`src/verilog/agm_pkg.sv`:
```
// Package for the auto gain matching control block
// Assumes a single 20 MHz clock and a byte-wide register port
package agm_pkg;
   // Register map and field layout
   localparam logic [7:0] GAIN_CTRL_OFS   = 8'h3c;     // Control register
   localparam logic [7:0] GAIN_STAT_OFS   = 8'h3d;     // Status register
   localparam logic [7:0] UPD_INTV_OFS    = 8'h3e;     // Interval, in hsyncs
   localparam int         HOLD_BIT        = 3;         // Hold bit position
   localparam logic [2:0] ENA_OFF         = 3'b000;    // Function disabled
   localparam logic [2:0] ENA_ON          = 3'b110;    // Function enabled
   localparam logic [7:0] GAIN_CTRL_RST   = 8'h00;     // Hold 0 after reset
   localparam logic [7:0] UPD_INTV_RST    = 8'h40;     // 64 hsyncs per update
   localparam logic [3:0] SETTLE_UPDATES  = 4'ha;      // Settled within ten
   localparam int         GAIN_W          = 8;         // Correction width
   localparam logic [7:0] GAIN_MID        = 8'h80;     // Unity correction
   localparam int         NCH             = 3;         // Channels

   // Register port request
   typedef struct packed {
      logic [7:0] addr;
      logic [7:0] wdata;
      logic       wr;
      logic       rd;
   } reg_req_t;

   // Correction words for all channels
   typedef logic [NCH-1:0][GAIN_W-1:0] gain_vec_t;

   // Loop state, gray coded along the usual path
   typedef enum logic [1:0] {
      ST_OFF    = 2'b00,
      ST_TRACK  = 2'b01,
      ST_FROZEN = 2'b11
   } agm_state_t;
endpackage

```
`src/verilog/gain_step.sv`:
```
// One channel of the gain loop: steps correction toward a target
// Assumes the caller pulses step only on update events
`timescale 1ns/10ps
module gain_step
   import agm_pkg::*;
(
   input  wire logic              clk,
   input  wire logic              sys_rst,
   input  wire logic              step,
   input  wire logic [GAIN_W-1:0] target,
   output logic      [GAIN_W-1:0] gain
);
   logic [GAIN_W-1:0] gain_q; // Current correction
   logic [GAIN_W-1:0] gain_d; // Halfway toward target
   logic [GAIN_W:0]   sum;    // Wide sum to avoid overflow

   // Binary approach: converges in at most nine steps
   always_comb
   begin
      sum    = {1'b0, gain_q} + {1'b0, target} + 9'h001;
      gain_d = sum[GAIN_W:1];
      if (gain_d == gain_q)
      begin
         gain_d = target;
      end
   end

   // Correction register
   always_ff @(posedge clk)
   begin
      if (sys_rst)
         gain_q <= GAIN_MID;
      else if (step)
         gain_q <= gain_d;
   end

   assign gain = gain_q;
endmodule // gain_step

```
`src/verilog/auto_gain_match_control.sv`:
```
// Auto gain matching control: register, update pacing, gain loop
// Assumes hsync_pulse is a one-cycle strobe synchronous to clk
// Assumes gain_target is steady between update events
//
// How it works
// - Hold one: recompute gains every update event
// - Hold zero: freeze last computed gains
// - Hold bit resets to zero
// - Enable field 000 off, 110 on
// - Loop settles within ten update events
//
// The strobed register port was left to the implementer.
`timescale 1ns/10ps
module auto_gain_match_control
   import agm_pkg::*;
(
   input  wire logic                 clk,
   input  wire logic                 sys_rst,
   input  agm_pkg::reg_req_t         req,
   output logic      [7:0]           rdata,
   input  wire logic                 hsync_pulse,
   input  agm_pkg::gain_vec_t        gain_target,
   output agm_pkg::gain_vec_t        gain_out,
   output logic                      gain_active,
   output logic                      settled
);
   // Whole package visible in the body
   import agm_pkg::*;

   // Software visible registers
   logic [7:0]  ctrl_q;      // Control register
   logic [7:0]  intv_q;      // Hsyncs per update event

   // Update pacing and settle count
   logic [7:0]  hcnt_q;      // Hsync counter
   logic        upd_q;       // Update event pulse
   logic [3:0]  nupd_q;      // Update events since tracking began

   // Values on their way out
   logic [7:0]  rdata_q;     // Read data register
   logic        act_q;       // Registered enable status
   logic        set_q;       // Registered settled status
   gain_vec_t   gain_q;      // Output copy of corrections
   gain_vec_t   gain_w;      // Corrections from channel loops

   // Loop control
   agm_state_t  st_q;        // Loop state
   logic        enabled;     // Enable field decoded
   logic        step;        // Channel step strobe

   // Decode the enable field; any code but the on code means off,
   // so a half-written field never starts the loop
   function automatic logic ena_dec(input logic [7:0] c);
      ena_dec = (c[2:0] == ENA_ON);
   endfunction

   assign enabled = ena_dec(ctrl_q);

   // Register writes; they take effect at the next edge
   always_ff @(posedge clk)
   begin
      // Reset: hold bit clear, so corrections stay frozen
      if (sys_rst)
      begin
         ctrl_q <= GAIN_CTRL_RST;
         intv_q <= UPD_INTV_RST;
      end
      // Mapped writes only; others are dropped
      else if (req.wr)
      begin
         // Upper bits kept as written
         if (req.addr == GAIN_CTRL_OFS)
            ctrl_q <= req.wdata;
         // New interval applies from the next count
         else if (req.addr == UPD_INTV_OFS)
            intv_q <= req.wdata;
      end
   end

   // Register reads, answer one cycle later; unmapped reads zero
   always_ff @(posedge clk)
   begin
      if (sys_rst)
         rdata_q <= 8'h00;
      // Read strobe: latch the addressed register
      else if (req.rd)
      begin
         // Status packs the low count bits beside the state
         case (req.addr)
            GAIN_CTRL_OFS: rdata_q <= ctrl_q;
            GAIN_STAT_OFS: rdata_q <= {4'h0, nupd_q[1:0], st_q};
            UPD_INTV_OFS:  rdata_q <= intv_q;
            default:       rdata_q <= 8'h00;
         endcase
      end
      // No read: bus idles at zero, stale data never shows
      else
         rdata_q <= 8'h00;
   end

   // Update event pacing from hsyncs, idle while disabled; the
   // eight-bit counter limits the interval to 255 hsyncs
   always_ff @(posedge clk)
   begin
      // Parked while off, so the first event after enabling
      // comes only after a full interval
      if (sys_rst || !enabled)
      begin
         hcnt_q <= 8'h00;
         upd_q  <= 1'b0;
      end
      // Count hsyncs toward the next event
      else if (hsync_pulse)
      begin
         // Interval of zero treated as one
         if (hcnt_q + 8'h01 >= intv_q)
         begin
            // Last hsync of the interval: one event
            hcnt_q <= 8'h00;
            upd_q  <= 1'b1;
         end
         else
         begin
            // Still inside the interval
            hcnt_q <= hcnt_q + 8'h01;
            upd_q  <= 1'b0;
         end
      end
      // No hsync: event pulse lasts one cycle only
      else
         upd_q <= 1'b0;
   end

   // Loop state follows enable and hold bit; the hold bit only
   // matters while the function is enabled
   always_ff @(posedge clk)
   begin
      if (sys_rst)
         st_q <= ST_OFF;
      else
      begin
         case (st_q)
            // Off: the hold bit picks the state once enabled
            ST_OFF:
               if (enabled)
                  st_q <= ctrl_q[HOLD_BIT] ? ST_TRACK : ST_FROZEN;
            // Tracking: leave on disable or on hold cleared
            ST_TRACK:
               if (!enabled)
                  st_q <= ST_OFF;
               else if (!ctrl_q[HOLD_BIT])
                  st_q <= ST_FROZEN;
            // Frozen: last corrections stay applied
            ST_FROZEN:
               if (!enabled)
                  st_q <= ST_OFF;
               else if (ctrl_q[HOLD_BIT])
                  st_q <= ST_TRACK;
            // Unused code falls back to off
            default:
               st_q <= ST_OFF;
         endcase
      end
   end

   // Corrections move only on update events while tracking; enabled
   // is gated again so a pulse in flight at switch-off does nothing
   assign step = upd_q && (st_q == ST_TRACK) && enabled;

   // Count update events to flag settling; cleared whenever tracking
   // stops, so each calibration counts from zero, and held at the
   // settle count so it never wraps
   always_ff @(posedge clk)
   begin
      if (sys_rst || st_q != ST_TRACK)
         nupd_q <= 4'h0;
      else if (step && nupd_q != SETTLE_UPDATES)
         nupd_q <= nupd_q + 4'h1;
   end

   // One loop per channel; nine halvings fit in ten events
   // All channels share one strobe, so they settle together
   genvar ch;
   generate
      for (ch = 0; ch < NCH; ch++)
      begin : g_ch
         gain_step u_step (
            .clk     (clk),
            .sys_rst (sys_rst),
            .step    (step),
            .target  (gain_target[ch]),
            .gain    (gain_w[ch])
         );
      end
   endgenerate

   // Registered outputs
   always_ff @(posedge clk)
   begin
      // Reset: unity corrections, status low
      if (sys_rst)
      begin
         gain_q <= {NCH{GAIN_MID}};
         act_q  <= 1'b0;
         set_q  <= 1'b0;
      end
      // Settled: frozen, or tracking for the full settle count
      else
      begin
         // Copied every cycle; they move only on a step
         gain_q <= gain_w;
         act_q  <= enabled;
         set_q  <= (st_q == ST_FROZEN) || (nupd_q == SETTLE_UPDATES);
      end
   end

   // Ports straight from the output flops
   assign rdata       = rdata_q;
   assign gain_out    = gain_q;
   assign gain_active = act_q;
   assign settled     = set_q;
endmodule // auto_gain_match_control

```
`config.mk`:
```
export PLATFORM = sky130hd
export DESIGN_NAME = auto_gain_match_control
export DESIGN_NICKNAME = d
export VERILOG_FILES = /design/src/verilog/agm_pkg.sv /design/src/verilog/gain_step.sv /design/src/verilog/auto_gain_match_control.sv
export SDC_FILE = /design/constraint.sdc
export NUM_CORES = 1
export LEC_CHECK = 0
export ABC_AREA = 1
export BUFFER_PORTS_ARGS = -buffer_cell sky130_fd_sc_hd__buf_2
export CORE_ASPECT_RATIO = 1.75
export CORE_UTILIZATION = 40
export DETAILED_ROUTE_END_ITERATION = 8
export PLACE_DENSITY = 0.7
export SETUP_SLACK_MARGIN = 0.5
export SYNTH_ARGS = -nofsm -noshare
export SYNTH_HDL_FRONTEND = slang
export SYNTH_HIERARCHICAL = 1
export SYNTH_SLANG_ARGS = --single-unit
```
`constraint.sdc`:
```
create_clock -name clk -period 1.9 [get_ports clk]
set_input_delay 0.095 -clock clk [delete_from_list [all_inputs] [get_ports clk]]
set_output_delay 0.095 -clock clk [all_outputs]
set_load 0.1 [all_outputs]
```
==> results of run 1 <==
[power by group through the flow]
stage	clock, mW	combinational [mW]	sequential, mW
5_1_grt	1.92	0.735	1.86
3_3_place_gp	0	0.564	1.91
6_report	1.79	0.680	1.86
3_5_place_dp	0	0.569	1.91
4_1_cts	1.84	0.617	1.86
2_1_floorplan	0	0.324	1.91
[area by class of cell]
type	count	area, um^2	share of cell area
well taps	183	229	0.0262
clock inverters	7	67.6	0.00772
inverters	156	588	0.0672
clock buffers	9	225	0.0257
flip-flops and latches	89	1810	0.207
multi-input cells	621	4320	0.494
repair buffers	212	1510	0.172
[timing repair]
item                                    4_1_cts  5_1_grt
endpoints found under the setup margin       37       36
hold buffers                                  1        0
gates resized for setup                      74      100
pin swaps                                    37       58
endpoints found under the hold margin         1        0
buffers inserted                             19       11
cloned                                        4        1
[critical path: stages, from the launching register on]
cell and delay (ns):
dfxtp_2 0.33, inv_2 0.04, nand2_2 0.06, fa_2 0.39, nand2_4 0.12, nand2_4 0.09, nand3_4 0.08, nand2_2 0.05
nand2_1 0.05, nand2_1 0.05, nor2_2 0.14, nand2_2 0.10, nor2_8 0.17, buf_12 0.13, nand3_1 0.08, nand3_1 0.08
a21oi_1 0.07
[cells by family after synthesis]
family / after synthesis
AND/OR/NAND/NOR: 478
AO/OA/AOI/OAI: 99
flip-flops: 89
buffers and inverters: 171
adder cells (fa/ha/maj): 35
XOR/XNOR: 5
[registers in the layout, indices dropped and copies added, names as in the netlist]
name	flops
gain_out	24
st_q	2
hcnt_q	8
settled	1
g_ch.u_step/gain	24
gain_active	1
ctrl_q	8
rdata	8
nupd_q	4
upd_q	1
intv_q	8
[cell usage after synthesis]
cell type and count:
inv_2 2, fa_1 3, o21ai_2 1, nor2_2 8, xor2_1 5, clkbuf_1 4, clkinv_1 4, o21bai_1 2
o211ai_1 1, nand2_4 15, a21oi_2 6, or2_4 3, buf_6 2, nor2_8 6, nor2_1 46, or2_0 1
a21o_1 1, nand4_1 8, inv_1 150, buf_4 1, nand2_1 195, nand3_4 1, nor3_4 1, buf_2 1
nand3b_1 9, nand2_2 50, o21ai_1 2, ha_1 32, o21ai_0 13, nor3_1 1, clkbuf_8 3, nand3_1 111
nor2_4 2, or2_2 3, dfxtp_1 89, buf_1 4, nand3_2 18, a211oi_1 2, a21oi_1 71
[final timing paths]
check                                      start                                  end  slack, ns  cells past startpoint
max reg2reg  g_ch[2].u_step/gain[0]$_SDFFE_PP0P_  g_ch[2].u_step/gain[2]$_SDFFE_PP0P_      -0.24                     16
max          g_ch[2].u_step/gain[0]$_SDFFE_PP0P_  g_ch[2].u_step/gain[2]$_SDFFE_PP0P_      -0.24                     16
min reg2reg               ctrl_q[6]$_SDFFE_PP0P_               ctrl_q[6]$_SDFFE_PP0P_       0.46                      2
min                                       req[4]               ctrl_q[2]$_SDFFE_PP0P_       0.01                      3
[layer usage]
metal,up-vias,track usage,wire (um)
met5,-,0,0
met4,0,0.129,888
met3,67,0.0322,495
met2,140,0.429,9890
met1,2890,0.214,6280
li1,3208,-,-
[metrics by stage]
step | cells | hold slack, ns | cell area, um^2
finish | 1277 | 0.0139 | 8750
global route | 1277 | 0.0111 | 8750
global placement | 1225 | 0.341 | 7390
detailed placement | 1225 | 0.348 | 7390
CTS | 1265 | 0.00244 | 8210
floorplan | 877 | 0.221 | 6090
==> impl_results.md, run 1 <==
* CTS Buf Count at 9
* Status: complete, but fails checks
* Setup Viol. Count Final at 24
* GP Congestion at 0.858
* Min Clock Period, post-route at 2.14 ns
* Combinational Power Share at 0.157
* Largest net degree at the start of global routing at 56
* Final worst slack at -0.241 ns
* Worst-Margin Slew at 0.523 ns
* Initial antenna violation count at 1
* First-pass GRT wire length at 27.0 mm
* Post-Synth Simple-Gate Area at 0.418
* Antenna Nets Post-Route at 0
* Setup tns final at -4.37 ns
* Die H at 165 um
* Unrepaired setup endpoints after global routing: yes
* Vias in the first global route at 6,100
* Most frequent cells in the layout: 151 x nand2_1, 140 x inv_1, 120 x buf_4, 88 x nand3_1, 78 x buf_2
* Compound-Gate Fraction of Synth Area at 0.0889
* Syn Std Cell Area at 0.00604 mm^2
* Yosys Warn Count at 6
* Kind of critical path: reg2reg
* Clock slew at reported path FFs at 0.07 ns
* Area Overhead vs Synth at 45.0%
* Final Skew at 0.00508 ns
* Final hold vios at 0
* Pwr per Cell Area at 494 mW/mm^2
* Critical Path Source Type: flop
* Cell taking the most area after synthesis: dfxtp_1
* # rows at 59
* Xor and xnor area share after synthesis at 0.00725
* Die Area at 0.0156 mm^2
* Tot GR Track Use at 0.221
* Mux cell area share after synthesis at 0
* Buffers on Ports at 78
* Int Pwr at 3.08 mW
* Max-Cap Viols at 0
* Post-Synth Adder-Cell Area at 0.0763
* Initial drt markers at 245
* Count of pins over their slew limit at 0
* Period Utilization, post-route at 1.13
* Layout cells sized above 1 at 0.439
* Slew HR at 0.649
* Failing checks: negative setup slack
* Distinct cells, synth at 39
* Drt first pass iters at 4
* Max IR drop VDD at 376 uV
* Post-synth top area share at 0.295
* Worst hold-check path type: in2reg
* Core box area at 0.0148 mm^2
* #FFs+latches synth at 89
* Post-DR wirelength/cell at 13.7 um
* Post-DR vias/cell at 4.94
* Clock root buffer: clkbuf_16
* Sequential cell area fraction in the yosys report at 0.295
* Filler Cells Inserted at 1,329
* GRT overflow at 0
* Largest family of logic cells by synthesized area: simple AND/OR/NAND/NOR gates
* Initial Util at 0.407
* Mapped Cells at 877
* Sequential Power Share at 0.429
* Leakage at 4.14 nW
* Antenna cell count at 0
* Crit path max fanout at 5
* Longest Clk Path Bufs at 2
* Clock sinks at 89
* Total Wirelength at 17.6 mm
* Net switching fraction of the power at 0.287
* CTS tree: done
* Avg Inst Size Synth at 6.88 um^2
* Setup crit end kind: flop
* Insertion delay to the later sink of the worst-skew pair at 0.35 ns
* P_sw at 1.24 mW
* Fmax at 467 MHz
* Total Power at 4.33 mW
* Syn nets at 957
* DRC at 0
* Vias at 6,305
* Nets@finish at 1,169
* Die width at 94.9 um
* Worst path arrival time at 2.38 ns
* Most common cell after layout, fill and taps aside: nand2_1
* Dpl ws at -0.272 ns
* Top post-synthesis cells by area: dfxtp_1 30%, nand2_1 12%, inv_1 9.3%, nand3_1 9.2%, ha_1 6.6%
* Clk pwr share at 0.414
* Core Util, Final at 0.590
* CTS H-tree lvls at 3
* Critical Path RT at 2.14 ns
* # IOs at 79
* Hpwl dp at 12.2 mm
No activity file was read; power rests on OpenSTA's default activity.
==> inputs of run 2 (changes only) <==
--- a/config.mk
+++ b/config.mk
@@ -6,8 +6,9 @@
 export NUM_CORES = 1
 export LEC_CHECK = 0
 export ABC_AREA = 1
-export BUFFER_PORTS_ARGS = -buffer_cell sky130_fd_sc_hd__buf_2
+export BUFFER_PORTS_ARGS = -buffer_cell sky130_fd_sc_hd__clkbuf_2
 export CORE_ASPECT_RATIO = 1.75
+export CORE_MARGIN = 1.5
 export CORE_UTILIZATION = 40
 export DETAILED_ROUTE_END_ITERATION = 8
 export PLACE_DENSITY = 0.7
==> impl_results.md, run 2 (synthesized netlist as in run 1, its figures left out) <==
* R2r worst-path depth at 16
* Insertion delay to the later sink of the worst-skew pair at 0.35 ns
* Die Area at 0.0159 mm^2
* Buffers on Ports at 78
* Nets@finish at 1,168
* Max-Cap Viols at 0
* Final worst slack at -0.318 ns
* R2R Path Start: g_ch[1].u_step/gain[0]$_SDFFE_PP0P_
* Die width at 95.9 um
* Post-DR vias/cell at 4.94
* Setup tns final at -5.21 ns
* Final Skew at 0.0118 ns
* Register Area at 0.00181 mm^2
* Area Overhead vs Synth at 42.4%
* CTS H-tree lvls at 3
* Hold Crit Depth at 3
* Hpwl dp at 12.1 mm
* Min Clock Period, post-route at 2.22 ns
* Initial drt markers at 249
* Most common cell after layout, fill and taps aside: nand2_1
* Unrepaired setup endpoints after global routing: yes
* # rows at 59
* Multi-input gate area at 0.00422 mm^2
* Largest net degree at the start of global routing at 35
* Filler Cells Inserted at 1,333
* # IOs at 79
* Clock slew at reported path FFs at 0.08 ns
* Crit path max fanout at 8
* GRT overflow at 0
* Critical R2R Capture: g_ch[1].u_step/gain[6]$_SDFFE_PP0P_
* Slew HR at 0.628
* Count of pins over their slew limit at 0
* Critical Path Source Type: flop
* Core box area at 0.0148 mm^2
* Vias at 6,306
* Critical Path Start: g_ch[1].u_step/gain[0]$_SDFFE_PP0P_
* Clock sinks at 89
* Leakage at 4.08 nW
* Initial antenna violation count at 0
* Total Wirelength at 17.1 mm
* CTS Buf Count at 9
* Longest Clk Path Bufs at 2
* Period Utilization, post-route at 1.17
* Tot GR Track Use at 0.218
* Setup crit end kind: flop
* Drt first pass iters at 5
* Failing checks: negative setup slack
* Worst path arrival time at 2.49 ns
* Status: complete, but fails checks
* GP Congestion at 0.880
* CTS tree: done
* Vias in the first global route at 6,050
* Clock root buffer: clkbuf_16
* Critical Path RT at 2.18 ns
* FF-to-FF setup slack at -0.32 ns
* Setup Viol. Count Final at 24
* Pwr per Cell Area at 505 mW/mm^2
* First-pass GRT wire length at 27.1 mm
* Most frequent cells in the layout: 165 x nand2_1, 139 x inv_1, 119 x buf_4, 93 x nand3_1, 78 x clkbuf_2
* Layout cells sized above 1 at 0.417
* DRC at 0
* Critical path destination: g_ch[1].u_step/gain[6]$_SDFFE_PP0P_
* Die H at 166 um
* Kind of critical path: reg2reg
* Total Power at 4.35 mW
* Initial Util at 0.407
* Antenna cell count at 0
* Worst-Margin Slew at 0.560 ns
* Antenna Nets Post-Route at 0
* Fmax at 451 MHz
* Worst hold-check path type: in2reg
* Post-DR wirelength/cell at 13.4 um
* Max IR drop VDD at 503 uV
* Final hold vios at 0
## run 2: report_power, final
| part | switching, mW | internal [mW] | total, mW |
|---|---|---|---|
| clock | 0.879 | 0.940 | 1.82 |
| combinational | 0.373 | 0.298 | 0.670 |
| sequential | 0.000329 | 1.86 | 1.86 |
## run 2: critical path, stage by stage, from the launching register on
cell,delay [ns]
dfxtp_2,0.32
inv_2,0.04
nand2_2,0.05
fa_2,0.39
inv_2,0.08
nand2_2,0.06
nand2_2,0.08
nand2_2,0.05
a21oi_2,0.13
nand2_1,0.08
nor2_2,0.11
nand2_2,0.10
nor2_8,0.21
nand2_8,0.13
nand2_4,0.09
nand3_2,0.08
a21oi_2,0.14
## run 2: cell type report
| class | count | area share |
|---|---|---|
| Multi-Input combinational cell | 622 | 0.490 |
| Sequential cell | 89 | 0.211 |
| Timing Repair Buffer | 210 | 0.168 |
| Inverter | 156 | 0.0684 |
| Tap cell | 183 | 0.0266 |
| Clock buffer | 9 | 0.0262 |
| Clock inverter | 7 | 0.0100 |
## run 2: layer usage
| metal | up-vias | global-route usage | share of wire |
|---|---|---|---|
| met3 | 48 | 0.0307 | 0.036 |
| met1 | 2894 | 0.220 | 0.36 |
| li1 | 3209 | - | - |
| met5 | - | 0 | 0 |
| met4 | 0 | 0.111 | 0.039 |
| met2 | 155 | 0.418 | 0.56 |
## run 2: timing repair
action / CTS / global route
hold endpoints to repair: 5 / 0
hold buffers: 5 / 0
setup buffers: 19 / 11
cloned: 5 / 0
resized for setup: 68 / 75
endpoints found under the setup margin: 37 / 37
pin swaps: 37 / 31
## run 2: how the worst min path moves through the flow
stage | startpoint | end
2_1_floorplan | req[8] | intv_q[6]$_SDFFE_PP1P_
3_3_place_gp | req[8] | intv_q[6]$_SDFFE_PP1P_
3_5_place_dp | req[8] | intv_q[6]$_SDFFE_PP1P_
4_1_cts | req[3] | ctrl_q[1]$_SDFFE_PP0P_
5_1_grt | req[3] | ctrl_q[1]$_SDFFE_PP0P_
6_report | req[3] | ctrl_q[1]$_SDFFE_PP0P_
## run 2: through the flow
stage               hold WS (ns)  utilization  area (um^2)  setup slack (ns)  cells
CTS                      0.00698        0.552         8190            -0.202   1265
detailed placement         0.360        0.494         7340            -0.242   1220
finish                    0.0184        0.580         8600            -0.318   1276
global placement           0.342        0.494         7340            -0.239   1220
global route              0.0431        0.580         8600            -0.437   1276
floorplan                  0.221            -         6090           -0.0405    877
